[config.mk]
export PLATFORM = sky130hd
export DESIGN_NAME = fips_top
export DESIGN_NICKNAME = d
export VERILOG_FILES = /design/src/hw/fips_pkg.sv /design/src/hw/fips_wbuf.sv /design/src/hw/fips_top.sv
export SDC_FILE = /design/constraint.sdc
export NUM_CORES = 1
export LEC_CHECK = 0
export CAP_MARGIN = 20
export CORE_UTILIZATION = 40
export CTS_CLUSTER_SIZE = 28
export DETAILED_ROUTE_END_ITERATION = 7
export DONT_BUFFER_PORTS = 1
export SETUP_SLACK_MARGIN = 0.4
export SLEW_MARGIN = 20
export SYNTH_ARGS = -nofsm -noshare
export SYNTH_HDL_FRONTEND = slang
export SYNTH_SLANG_ARGS = --single-unit
[constraint.sdc]
create_clock -name clk_i -period 3.5 [get_ports clk_i]
set_input_delay 0.35 -clock clk_i [delete_from_list [all_inputs] [get_ports clk_i]]
set_output_delay 0.35 -clock clk_i [all_outputs]
set_load 0.005 [all_outputs]
[src/hw/fips_pkg.sv]
// constants and types of the flash iap program sequencer
// Behaviour
// mode 001 plus program start erases the page in the address registers.
// mode 000 plus program start programs the write buffer into flash.
// program start reads high during erase or write, self-clears at the end.
// software writes data low byte first; high byte write commits the word.
// non-adjacent words need new address and separate write cycle each.
// erase always clears a whole page, never single words.
// write transfers the whole 32-word buffer inside the selected page.
// software must unlock erase/write before requesting erase or write.
// clear write buffer bit empties the buffer for a retry.
// a new write to the same page is accepted without erase.
// software blank-checks the page after each erase, repeating on failure.
// software verifies written words, clears buffer and reloads on mismatch.
// cpu is stalled while an erase or write runs.
// program time select chooses how long program start stays high.
// software clears the enabled flag when erase/write work is done.
// read needs mode 011, read enable, address, then read start.
// read completion loads data registers and clears read start.
// read start drops three instruction cycles after set; cpu stalled meanwhile.
// reads work without the unlock procedure.
// software should run the fastest system clock during write and verify.
// erase tagging by high-byte writes increments offset, stopping at 11111b.
// buffer holds 32 words; offset increments per high byte, saturating.
// mode 110 plus unlock start runs a timer; matching key sets enabled flag.
// unlock timer expiry clears unlock start regardless of the pattern.
// erase or write start is ignored while the enabled flag is low.
// target address is latched when an operation starts.
package fips_pkg;
	// ----------------------------------------
	// register map (index = byte address)
	// ----------------------------------------
	localparam logic [4:0] REG_CTRL0 = 5'h00;
	localparam logic [4:0] REG_CTRL1 = 5'h01;
	localparam logic [4:0] REG_CTRL2 = 5'h02;
	localparam logic [4:0] REG_ADDR_LO = 5'h03;
	localparam logic [4:0] REG_ADDR_HI = 5'h04;
	localparam logic [4:0] REG_DATA_LO = 5'h05;
	localparam logic [4:0] REG_DATA_HI = 5'h06;
	localparam logic [4:0] REG_PAT_BASE = 5'h07;
	localparam int PAT_NUM = 6;
	// ----------------------------------------
	// fields
	// ----------------------------------------
	localparam int C0_UNLOCK = 3;
	localparam int C0_ENABLED = 4;
	localparam int C0_RDEN = 5;
	localparam int C1_PSTART = 0;
	localparam int C1_RSTART = 1;
	localparam int C1_CLEAR_WRITE_BUFFER_BIT = 2;
	localparam int C2_PTSEL = 0;
	localparam logic [2:0] MODE_WRITE = 3'h0;
	localparam logic [2:0] MODE_ERASE = 3'h1;
	localparam logic [2:0] MODE_READ = 3'h3;
	localparam logic [2:0] MODE_UNLOCK = 3'h6;
	localparam logic [2:0] MODE_RST = 3'h0;
	// pattern registers low 1..3 then high 1..3, first in low bits
	localparam logic [47:0] UNLOCK_KEY = 48'h40_09_04_c3_0d_00;
	// ----------------------------------------
	// page geometry
	// ----------------------------------------
	localparam int ADDR_W = 13;
	localparam int OFF_W = 5;
	localparam logic [OFF_W-1:0] OFF_LAST = 5'h1f;
	localparam logic [5:0] PAGE_WORDS = 6'h20;
	// ----------------------------------------
	// timing
	// ----------------------------------------
	localparam int CLK_MHZ = 125;
	localparam int PROG_TIME_SHORT_US = 2000;
	localparam int PROG_TIME_LONG_US = 4000;
	localparam int UNLOCK_TIME_US = 1000;
	localparam int READ_INSTR = 3;
	localparam int CLK_PER_INSTR = 4;
	localparam int READ_CYC = READ_INSTR * CLK_PER_INSTR;
	localparam int TMR_W = 20;
	// ----------------------------------------
	// types
	// ----------------------------------------
	typedef struct packed {
		logic we;
		logic re;
		logic [4:0] addr;
		logic [7:0] wdata;
	} fips_bus_t;
	typedef struct packed {
		logic we;
		logic erase;
		logic rd;
		logic [ADDR_W-1:0] addr;
		logic [15:0] wdata;
	} fips_flash_t;
endpackage

[src/hw/fips_wbuf.sv]
// page write buffer memory with registered read
`timescale 1ns/1ns
module fips_wbuf (
	// clock
	input wire logic clk_i,
	// write port
	input wire logic we_i,
	input wire logic [4:0] waddr_i,
	input wire logic [15:0] wdata_i,
	// read port
	input wire logic [4:0] raddr_i,
	output logic [15:0] rdata_o
);
	logic [15:0] mem_q [32];

	always_ff @(posedge clk_i)
	begin
		if (we_i)
			mem_q[waddr_i] <= wdata_i;
	end

	always_ff @(posedge clk_i)
	begin
		rdata_o <= mem_q[raddr_i];
	end
endmodule // fips_wbuf

[src/hw/fips_top.sv]
// flash iap program sequencer: registers, unlock, erase, write, read
//
// Decided for this implementation: the plain strobed port and the register offsets.
`timescale 1ns/1ns
module fips_top #(
	parameter int PROG_CYC_SHORT = fips_pkg::PROG_TIME_SHORT_US * fips_pkg::CLK_MHZ,
	parameter int PROG_CYC_LONG = fips_pkg::PROG_TIME_LONG_US * fips_pkg::CLK_MHZ,
	parameter int UNLOCK_CYC = fips_pkg::UNLOCK_TIME_US * fips_pkg::CLK_MHZ
) (
	// clock and reset
	input wire logic clk_i,
	input wire logic rst_i,
	// register bus
	input wire fips_pkg::fips_bus_t bus_i,
	output logic [7:0] rdata_o,
	// flash array
	output fips_pkg::fips_flash_t flash_o,
	input wire logic [15:0] flash_rdata_i,
	// cpu
	output logic cpu_stall_o
);
	typedef enum logic [3:0] {
		S_IDLE = 4'h1,
		S_PROG = 4'h2,
		S_WAIT = 4'h4,
		S_READ = 4'h8
	} fips_state_t;

	fips_state_t st_q;
	logic [2:0] mode_q;
	logic unlock_q;
	logic enabled_q;
	logic rden_q;
	logic ptsel_q;
	logic [7:0] addr_lo_q;
	logic [4:0] addr_hi_q;
	logic [7:0] data_lo_q;
	logic [7:0] data_hi_q;
	logic [47:0] pat_q;
	logic [fips_pkg::OFF_W-1:0] off_q;
	logic [31:0] valid_q;
	logic [fips_pkg::ADDR_W-1:0] lat_q;
	logic [5:0] idx_q;
	logic [fips_pkg::TMR_W-1:0] tmr_q;
	logic [fips_pkg::TMR_W-1:0] ulk_q;
	logic [15:0] buf_rd;
	logic [5:0] idx_m1;
	logic wr_c0, wr_c1, wr_dhi, idle, go_erase, go_prog, go_read, clear_write_buffer_bit, load_en;
	logic [fips_pkg::TMR_W-1:0] prog_cyc;

	// ----------------------------------------
	// request decode
	// ----------------------------------------
	assign wr_c0 = bus_i.we && bus_i.addr == fips_pkg::REG_CTRL0;
	assign wr_c1 = bus_i.we && bus_i.addr == fips_pkg::REG_CTRL1;
	assign wr_dhi = bus_i.we && bus_i.addr == fips_pkg::REG_DATA_HI;
	assign idle = st_q == S_IDLE;
	assign clear_write_buffer_bit = wr_c1 && bus_i.wdata[fips_pkg::C1_CLEAR_WRITE_BUFFER_BIT];
	assign load_en = enabled_q && (mode_q == fips_pkg::MODE_WRITE
		|| mode_q == fips_pkg::MODE_ERASE);
	// locked starts do nothing (see); reads need no unlock (see)
	assign go_erase = wr_c1 && bus_i.wdata[fips_pkg::C1_PSTART] && idle && enabled_q
		&& mode_q == fips_pkg::MODE_ERASE;
	assign go_prog = wr_c1 && bus_i.wdata[fips_pkg::C1_PSTART] && idle && enabled_q
		&& mode_q == fips_pkg::MODE_WRITE; // see
	assign go_read = wr_c1 && bus_i.wdata[fips_pkg::C1_RSTART] && idle && rden_q
		&& mode_q == fips_pkg::MODE_READ;
	assign idx_m1 = idx_q - 6'h01;
	assign prog_cyc = ptsel_q ? fips_pkg::TMR_W'(PROG_CYC_LONG)
		: fips_pkg::TMR_W'(PROG_CYC_SHORT);

	// ----------------------------------------
	// control registers
	// ----------------------------------------
	always_ff @(posedge clk_i)
	begin
		if (rst_i)
		begin
			mode_q <= fips_pkg::MODE_RST;
			rden_q <= 1'b0;
			ptsel_q <= 1'b0;
		end
		else
		begin
			if (wr_c0)
			begin
				mode_q <= bus_i.wdata[2:0];
				rden_q <= bus_i.wdata[fips_pkg::C0_RDEN];
			end
			if (bus_i.we && bus_i.addr == fips_pkg::REG_CTRL2)
				ptsel_q <= bus_i.wdata[fips_pkg::C2_PTSEL];
		end
	end

	// ----------------------------------------
	// unlock procedure
	// ----------------------------------------
	always_ff @(posedge clk_i)
	begin
		if (rst_i)
		begin
			unlock_q <= 1'b0;
			ulk_q <= '0;
		end
		else if (wr_c0 && bus_i.wdata[fips_pkg::C0_UNLOCK]
			&& bus_i.wdata[2:0] == fips_pkg::MODE_UNLOCK)
		begin
			unlock_q <= 1'b1;
			ulk_q <= fips_pkg::TMR_W'(UNLOCK_CYC);
		end
		else if (unlock_q)
		begin
			ulk_q <= ulk_q - 1'b1;
			if (ulk_q == fips_pkg::TMR_W'(1))
				unlock_q <= 1'b0;
		end
	end

	always_ff @(posedge clk_i)
	begin
		if (rst_i)
			pat_q <= '0;
		else if (wr_c0 && bus_i.wdata[fips_pkg::C0_UNLOCK])
			pat_q <= '0;
		else
			for (int k = 0; k < fips_pkg::PAT_NUM; k++)
				if (bus_i.we && bus_i.addr == fips_pkg::REG_PAT_BASE + 5'(k))
					pat_q[k*8 +: 8] <= bus_i.wdata;
	end

	// key match sets the flag and wins over a software clear
	always_ff @(posedge clk_i)
	begin
		if (rst_i)
			enabled_q <= 1'b0;
		else if (unlock_q && mode_q == fips_pkg::MODE_UNLOCK
			&& pat_q == fips_pkg::UNLOCK_KEY)
			enabled_q <= 1'b1;
		else if (wr_c0 && !bus_i.wdata[fips_pkg::C0_ENABLED])
			enabled_q <= 1'b0;
	end

	// ----------------------------------------
	// address, data and write buffer loading
	// ----------------------------------------
	always_ff @(posedge clk_i)
	begin
		if (rst_i)
		begin
			addr_lo_q <= 8'h00;
			addr_hi_q <= 5'h00;
			off_q <= '0;
		end
		else
		begin
			if (bus_i.we && bus_i.addr == fips_pkg::REG_ADDR_LO)
			begin
				addr_lo_q <= bus_i.wdata;
				off_q <= bus_i.wdata[fips_pkg::OFF_W-1:0];
			end
			else if (wr_dhi && load_en && off_q != fips_pkg::OFF_LAST)
				off_q <= off_q + 1'b1; // see
			if (bus_i.we && bus_i.addr == fips_pkg::REG_ADDR_HI)
				addr_hi_q <= bus_i.wdata[4:0];
		end
	end

	always_ff @(posedge clk_i)
	begin
		if (rst_i)
		begin
			data_lo_q <= 8'h00;
			data_hi_q <= 8'h00;
		end
		else if (st_q == S_READ && tmr_q == fips_pkg::TMR_W'(1))
		begin
			data_lo_q <= flash_rdata_i[7:0];
			data_hi_q <= flash_rdata_i[15:8];
		end
		else
		begin
			if (bus_i.we && bus_i.addr == fips_pkg::REG_DATA_LO)
				data_lo_q <= bus_i.wdata;
			if (wr_dhi)
				data_hi_q <= bus_i.wdata;
		end
	end

	// unloaded words go out as the erased value
	always_ff @(posedge clk_i)
	begin
		if (rst_i || clear_write_buffer_bit)
			valid_q <= '0;
		else if (wr_dhi && load_en && mode_q == fips_pkg::MODE_WRITE)
			valid_q[off_q] <= 1'b1;
	end

	fips_wbuf u_wbuf (
		.clk_i(clk_i),
		.we_i(wr_dhi && load_en && mode_q == fips_pkg::MODE_WRITE),
		.waddr_i(off_q),
		.wdata_i({bus_i.wdata, data_lo_q}),
		.raddr_i(idx_q[4:0]),
		.rdata_o(buf_rd)
	);

	// ----------------------------------------
	// operation sequencer
	// ----------------------------------------
	always_ff @(posedge clk_i)
	begin
		if (rst_i)
			st_q <= S_IDLE;
		else
			unique case (st_q)
				S_IDLE:
					if (go_erase)
						st_q <= S_WAIT;
					else if (go_prog)
						st_q <= S_PROG;
					else if (go_read)
						st_q <= S_READ;
				S_PROG:
					if (idx_q == fips_pkg::PAGE_WORDS)
						st_q <= S_WAIT;
				S_WAIT, S_READ:
					if (tmr_q == fips_pkg::TMR_W'(1))
						st_q <= S_IDLE; // see
				default:
					st_q <= S_IDLE;
			endcase
	end

	always_ff @(posedge clk_i)
	begin
		if (rst_i)
			tmr_q <= '0;
		else if (go_erase || (st_q == S_PROG && idx_q == fips_pkg::PAGE_WORDS))
			tmr_q <= prog_cyc;
		else if (go_read)
			tmr_q <= fips_pkg::TMR_W'(fips_pkg::READ_CYC);
		else if (tmr_q != '0)
			tmr_q <= tmr_q - 1'b1;
	end

	always_ff @(posedge clk_i)
	begin
		if (rst_i)
		begin
			lat_q <= '0;
			idx_q <= '0;
		end
		else
		begin
			if (go_erase || go_prog || go_read)
				lat_q <= {addr_hi_q, addr_lo_q};
			if (st_q == S_PROG)
				idx_q <= idx_q + 6'h01;
			else
				idx_q <= '0;
		end
	end

	// ----------------------------------------
	// flash array commands
	// ----------------------------------------
	always_ff @(posedge clk_i)
	begin
		if (rst_i)
			flash_o <= '0;
		else
		begin
			flash_o.we <= 1'b0;
			flash_o.erase <= 1'b0;
			flash_o.rd <= 1'b0;
			if (go_erase)
			begin
				flash_o.erase <= 1'b1;
				flash_o.addr <= {addr_hi_q, addr_lo_q[7:5], 5'h00};
			end
			else if (go_read)
			begin
				flash_o.rd <= 1'b1;
				flash_o.addr <= {addr_hi_q, addr_lo_q};
			end
			else if (st_q == S_PROG && idx_q != 6'h00)
			begin
				flash_o.we <= 1'b1;
				flash_o.addr <= {lat_q[12:5], idx_m1[4:0]};
				flash_o.wdata <= valid_q[idx_m1[4:0]] ? buf_rd : 16'h0000;
			end
		end
	end

	assign cpu_stall_o = !idle; // see

	// ----------------------------------------
	// register read back
	// ----------------------------------------
	always_ff @(posedge clk_i)
	begin
		if (rst_i || !bus_i.re)
			rdata_o <= 8'h00;
		else
			unique case (bus_i.addr)
				fips_pkg::REG_CTRL0:
					rdata_o <= {2'h0, rden_q, enabled_q, unlock_q, mode_q};
				fips_pkg::REG_CTRL1:
					rdata_o <= {6'h00, st_q == S_READ, st_q == S_PROG || st_q == S_WAIT};
				fips_pkg::REG_CTRL2:
					rdata_o <= {7'h00, ptsel_q};
				fips_pkg::REG_ADDR_LO:
					rdata_o <= addr_lo_q;
				fips_pkg::REG_ADDR_HI:
					rdata_o <= {3'h0, addr_hi_q};
				fips_pkg::REG_DATA_LO:
					rdata_o <= data_lo_q;
				fips_pkg::REG_DATA_HI:
					rdata_o <= data_hi_q;
				default:
					rdata_o <= 8'h00;
			endcase
	end

	// ----------------------------------------
	// checks
	// ----------------------------------------
	logic [5:0] wcnt_q;
	always_ff @(posedge clk_i)
	begin
		if (rst_i || idle)
			wcnt_q <= '0;
		else if (flash_o.we)
			wcnt_q <= wcnt_q + 6'h01;
	end

	erase_whole_page_a: assert property (@(posedge clk_i) disable iff (rst_i)
		flash_o.erase |-> flash_o.addr[4:0] == 5'h00 && st_q == S_WAIT)
		else $error("erase not page aligned");
	prog_in_page_a: assert property (@(posedge clk_i) disable iff (rst_i)
		flash_o.we |-> flash_o.addr[12:5] == lat_q[12:5])
		else $error("write left the page");
	prog_full_page_a: assert property (@(posedge clk_i) disable iff (rst_i)
		st_q == S_WAIT && $past(st_q) == S_PROG |=> wcnt_q == fips_pkg::PAGE_WORDS)
		else $error("buffer not written whole");
	stall_busy_a: assert property (@(posedge clk_i) disable iff (rst_i)
		$past(go_erase || go_prog) |-> cpu_stall_o)
		else $error("cpu not stalled");
	read_time_a: assert property (@(posedge clk_i) disable iff (rst_i)
		$rose(st_q == S_READ) |-> ##11 st_q == S_READ ##1 idle)
		else $error("read length wrong");
	locked_ignore_a: assert property (@(posedge clk_i) disable iff (rst_i)
		wr_c1 && bus_i.wdata[fips_pkg::C1_PSTART] && !enabled_q && idle && !go_read |=> idle)
		else $error("locked start accepted");
	read_unlocked_a: assert property (@(posedge clk_i) disable iff (rst_i)
		go_read |=> st_q == S_READ && flash_o.rd)
		else $error("read refused");
	unlock_timeout_a: assert property (@(posedge clk_i) disable iff (rst_i)
		unlock_q && ulk_q == fips_pkg::TMR_W'(1) && !wr_c0 |=> !unlock_q)
		else $error("unlock not timed out");
	clear_buffer_a: assert property (@(posedge clk_i) disable iff (rst_i)
		clear_write_buffer_bit |=> valid_q == 32'h0000_0000)
		else $error("buffer not cleared");
	offset_sat_a: assert property (@(posedge clk_i) disable iff (rst_i)
		wr_dhi && off_q == fips_pkg::OFF_LAST |=> off_q == fips_pkg::OFF_LAST)
		else $error("offset wrapped");
	read_capture_a: assert property (@(posedge clk_i) disable iff (rst_i)
		st_q == S_READ && tmr_q == fips_pkg::TMR_W'(1) |=> idle
		&& {data_hi_q, data_lo_q} == $past(flash_rdata_i))
		else $error("read data not captured");
endmodule // fips_top

==> impl_results.md <==
* DRT iter0 DRCs at 1531
* Period utilization at 0.811
* WS Path Type: reg -> reg
* Vias in the first global route at 16649
* CTS Buf Count at 77
* Max incr delay on CP at 560 ps
* Core Util, Final at 0.466
* Mux contribution to synthesized area at 0.152
* Leakage at 10.6 nW
* Dpl cells at 2767
* Core footprint at 72100 um^2
* Status: finished, final reports clean
* Reg2reg end: flash_o[15]
* Area share of fa/ha/maj cells after synthesis at 0.00511
* Pin count of the biggest net entering global routing at 132
* Buf/Inv on CP at 2
* Root buf cell: clkbuf_16
* Nets@finish at 1972
* Area of the multi-input gates at 8750 um^2
* Most frequent cell after synthesis: edfxtp_1
* Avg Cell Area, Syn at 15.8 um^2
* Reg2reg start: idx_q[0]
* Dominant cells by area after synthesis: edfxtp_1 52%, dfxtp_1 16%, mux4_2 13%, a21oi_1 2.2%, nor2_1 2.1%
* Overflow after GRT at 0
* HPWL after DPL at 41300 um
* CTS H-tree lvls at 3
* Hold Crit Class: in -> reg
* Post-CTS Setup Bufs at 0
* CP Capture Point: flash_o[15]
* Mapped Cells at 1864
* Worst Skew at 29.5 ps
* Via count at 16630
* # fillers at 6183
* Avg Vias per Cell at 5.65
* Initial core utilization at 0.407
* Mapped Nets at 1909
* Synth Warn # at 0
* PD cells at 561 nW/um^2
* Ports at 74
* Fraction of layout cells with a size suffix above 1 at 0.207
* Sequential share of the synthesized area at 0.684
* Initial antenna violation count at 3
* Die W at 273 um
* Top post-synthesis cells by count: 512 x edfxtp_1, 235 x dfxtp_1, 168 x mux4_2
* Final max-slew violation count at 0
* Crit path max-delay family: multiplexers
* Area growth, synth to finish at 14.3%
* DRC violations left at 0
* WL per Instance at 24.6 um
* CP arrival at 3350 ps
* Worst rel slew slack at 0.332
* Yosys reg bits at 747
* Max Cap Viol at 0
* R2r setup slk at 660 ps
* CP max stage cell: ha_1
* Pre-Repair DR Iteration Count at 6
* Gr usage total at 0.195
* Top_reg_cell synth: edfxtp_1
* EDFF count, synth at 512
* Cell Chain, Critical Path: inv_1, ha_1, mux4_2, mux2_2, o31ai_1, nor4bb_4, buf_4, a22o_1
* Layout Cells excl Fill at 2944
* Share of the synthesized area in the top cell type at 0.523
* R2r worst-path depth at 8
* CP Capture Type: flip-flop
* Clock Latency Late Sink at 630 ps
* Finish-stage setup viols at 0
* Crit-path max FO at 16
* Clock transition at path regs at 60 ps
* Longest Clk Path Bufs at 3
* Post-synth ARST share at 0
* First-pass GRT wire length at 107000 um
* PortBufs at 0
* FMAX at 352 MHz
* RSZ-0062 raised after global routing: false
* Top cell type by total area after synthesis: edfxtp_1
* DRT Wirelength at 72400 um
* Fin Setup TNS at 0 ps
* Register area at 20100 um^2
* Worst slew pin tran at 1000 ps
* Largest family of logic cells by synthesized area: multiplexers
* Critical path required time at 4020 ps
* CTS tree: built
* Die ar. at 74500 um^2
* Final Hold Viols at 0
* Cell variety after synth at 69
* CP Launch Point: idx_q[0]
* Die Span Y at 273 um
* Routability cong. at 0.805
* Synth Area in Simple Gates at 0.0742
* Tmin final at 2840 ps
* Post-DRT Antenna Nets at 0
* Maximum vdd drop at 0.000441 V
* Synth Area in Compound Gates at 0.0545
* Hold path cells at 1
* Post-Syn Area at 29400 um^2
* Clock Sinks at 747
* Critical path launch point type: flip-flop
* CP Depth at 8
* Num rows at 98
* XOR/XNOR Fraction of Synth Area at 0.0113
logic make-up after synthesis:
kind of cell               Yosys count
muxes                              233
xor gates and xnor gates            38
buffers and inverters              124
DFF                                747
and+or+nand+nor                    442
AOI/OAI and AO/OA                  268
adders and majority gates           12
worst min path at each step:
stage                                to               start  slack (ps)
finish              u_wbuf.mem_q[1][15]            bus_i[7]          60
global route        u_wbuf.mem_q[1][15]            bus_i[7]          40
global placement            flash_o[13]  u_wbuf.rdata_o[13]         420
CTS                          rdata_o[1]           bus_i[10]           8
floorplan                    flash_o[0]   u_wbuf.rdata_o[0]         420
detailed placement           flash_o[7]   u_wbuf.rdata_o[7]         430
sequential cells by signal (all words and copies together) (netlist names):
signal / cells
tmr_q: 20
addr_hi_q: 5
data_hi_q: 8
flash_o: 32
u_wbuf.mem_q: 512
st_q: 4
mode_q: 3
addr_lo_q: 8
idx_q: 6
rden_q: 1
data_lo_q: 8
rdata_o: 8
lat_q: 8
u_wbuf.rdata_o: 16
ptsel_q: 1
enabled_q: 1
pat_q: 48
unlock_q: 1
ulk_q: 20
valid_q: 32
off_q: 5
layout make-up:
cell class	instances	share of cell area
antenna	3	0.000224
clock buffer	110	0.0661
clock inverter	33	0.00995
inverter	12	0.00134
multi-input combinational	993	0.261
sequential	747	0.598
tap	950	0.0354
timing repair buffer	96	0.0278
metrics by stage:
step / setup WS [ps] / cell area (um^2) / hold WS, ps / power [mW]
3_5_place_dp: 286 / 30600 / 427 / 10.7
3_3_place_gp: 382 / 30600 / 424 / 10.6
2_1_floorplan: 525 / 29400 / 420 / 10.5
5_1_grt: 516 / 33600 / 42.4 / 19.4
4_1_cts: 442 / 33600 / 7.67 / 19.0
6_report: 663 / 33600 / 63.7 / 18.8
cells in the final DEF (no fill, tap or decap), types with 12 or more instances in the layout:
cell	count
edfxtp_1	512
dfxtp_1	231
mux4_2	168
nor2_1	160
a21oi_1	132
nand2_1	123
clkbuf_16	79
buf_4	62
o21ai_0	47
mux2i_1	46
nand3_1	27
xnor2_1	23
dlygate4sd3_1	22
mux2_2	19
a211oi_1	18
clkbuf_1	17
a22o_1	16
xor2_1	15
clkinv_2	14
inv_1	12
nor3_1	12
a22oi_1	12
ha_1	12
clkbuf_8	12
routing by layer:
metal  GRT usage  up-vias  routed length (um)
li1            -     7379                   -
met1       0.263     8588               30700
met2       0.315      541               34800
met3      0.0366      122                4700
met4      0.0709        0                2270
met5           0        -                   0
report_power, final:
| group | total, mW | switching (mW) | internal, mW |
|---|---|---|---|
| registers | 9.61 | 0.124 | 9.48 |
| clock network | 8.19 | 3.45 | 4.75 |
| logic | 1.04 | 0.624 | 0.412 |
| total | 18.8 | 4.19 | 14.6 |
repair_timing:
action / 4_1_cts / 5_1_grt
endpoints found under the hold margin: 372 / 0
endpoints found under the setup margin: 16 / 16
hold buffers: 31 / 0
gates resized for setup: 1 / 1
Power figures use the tool's default switching activity.
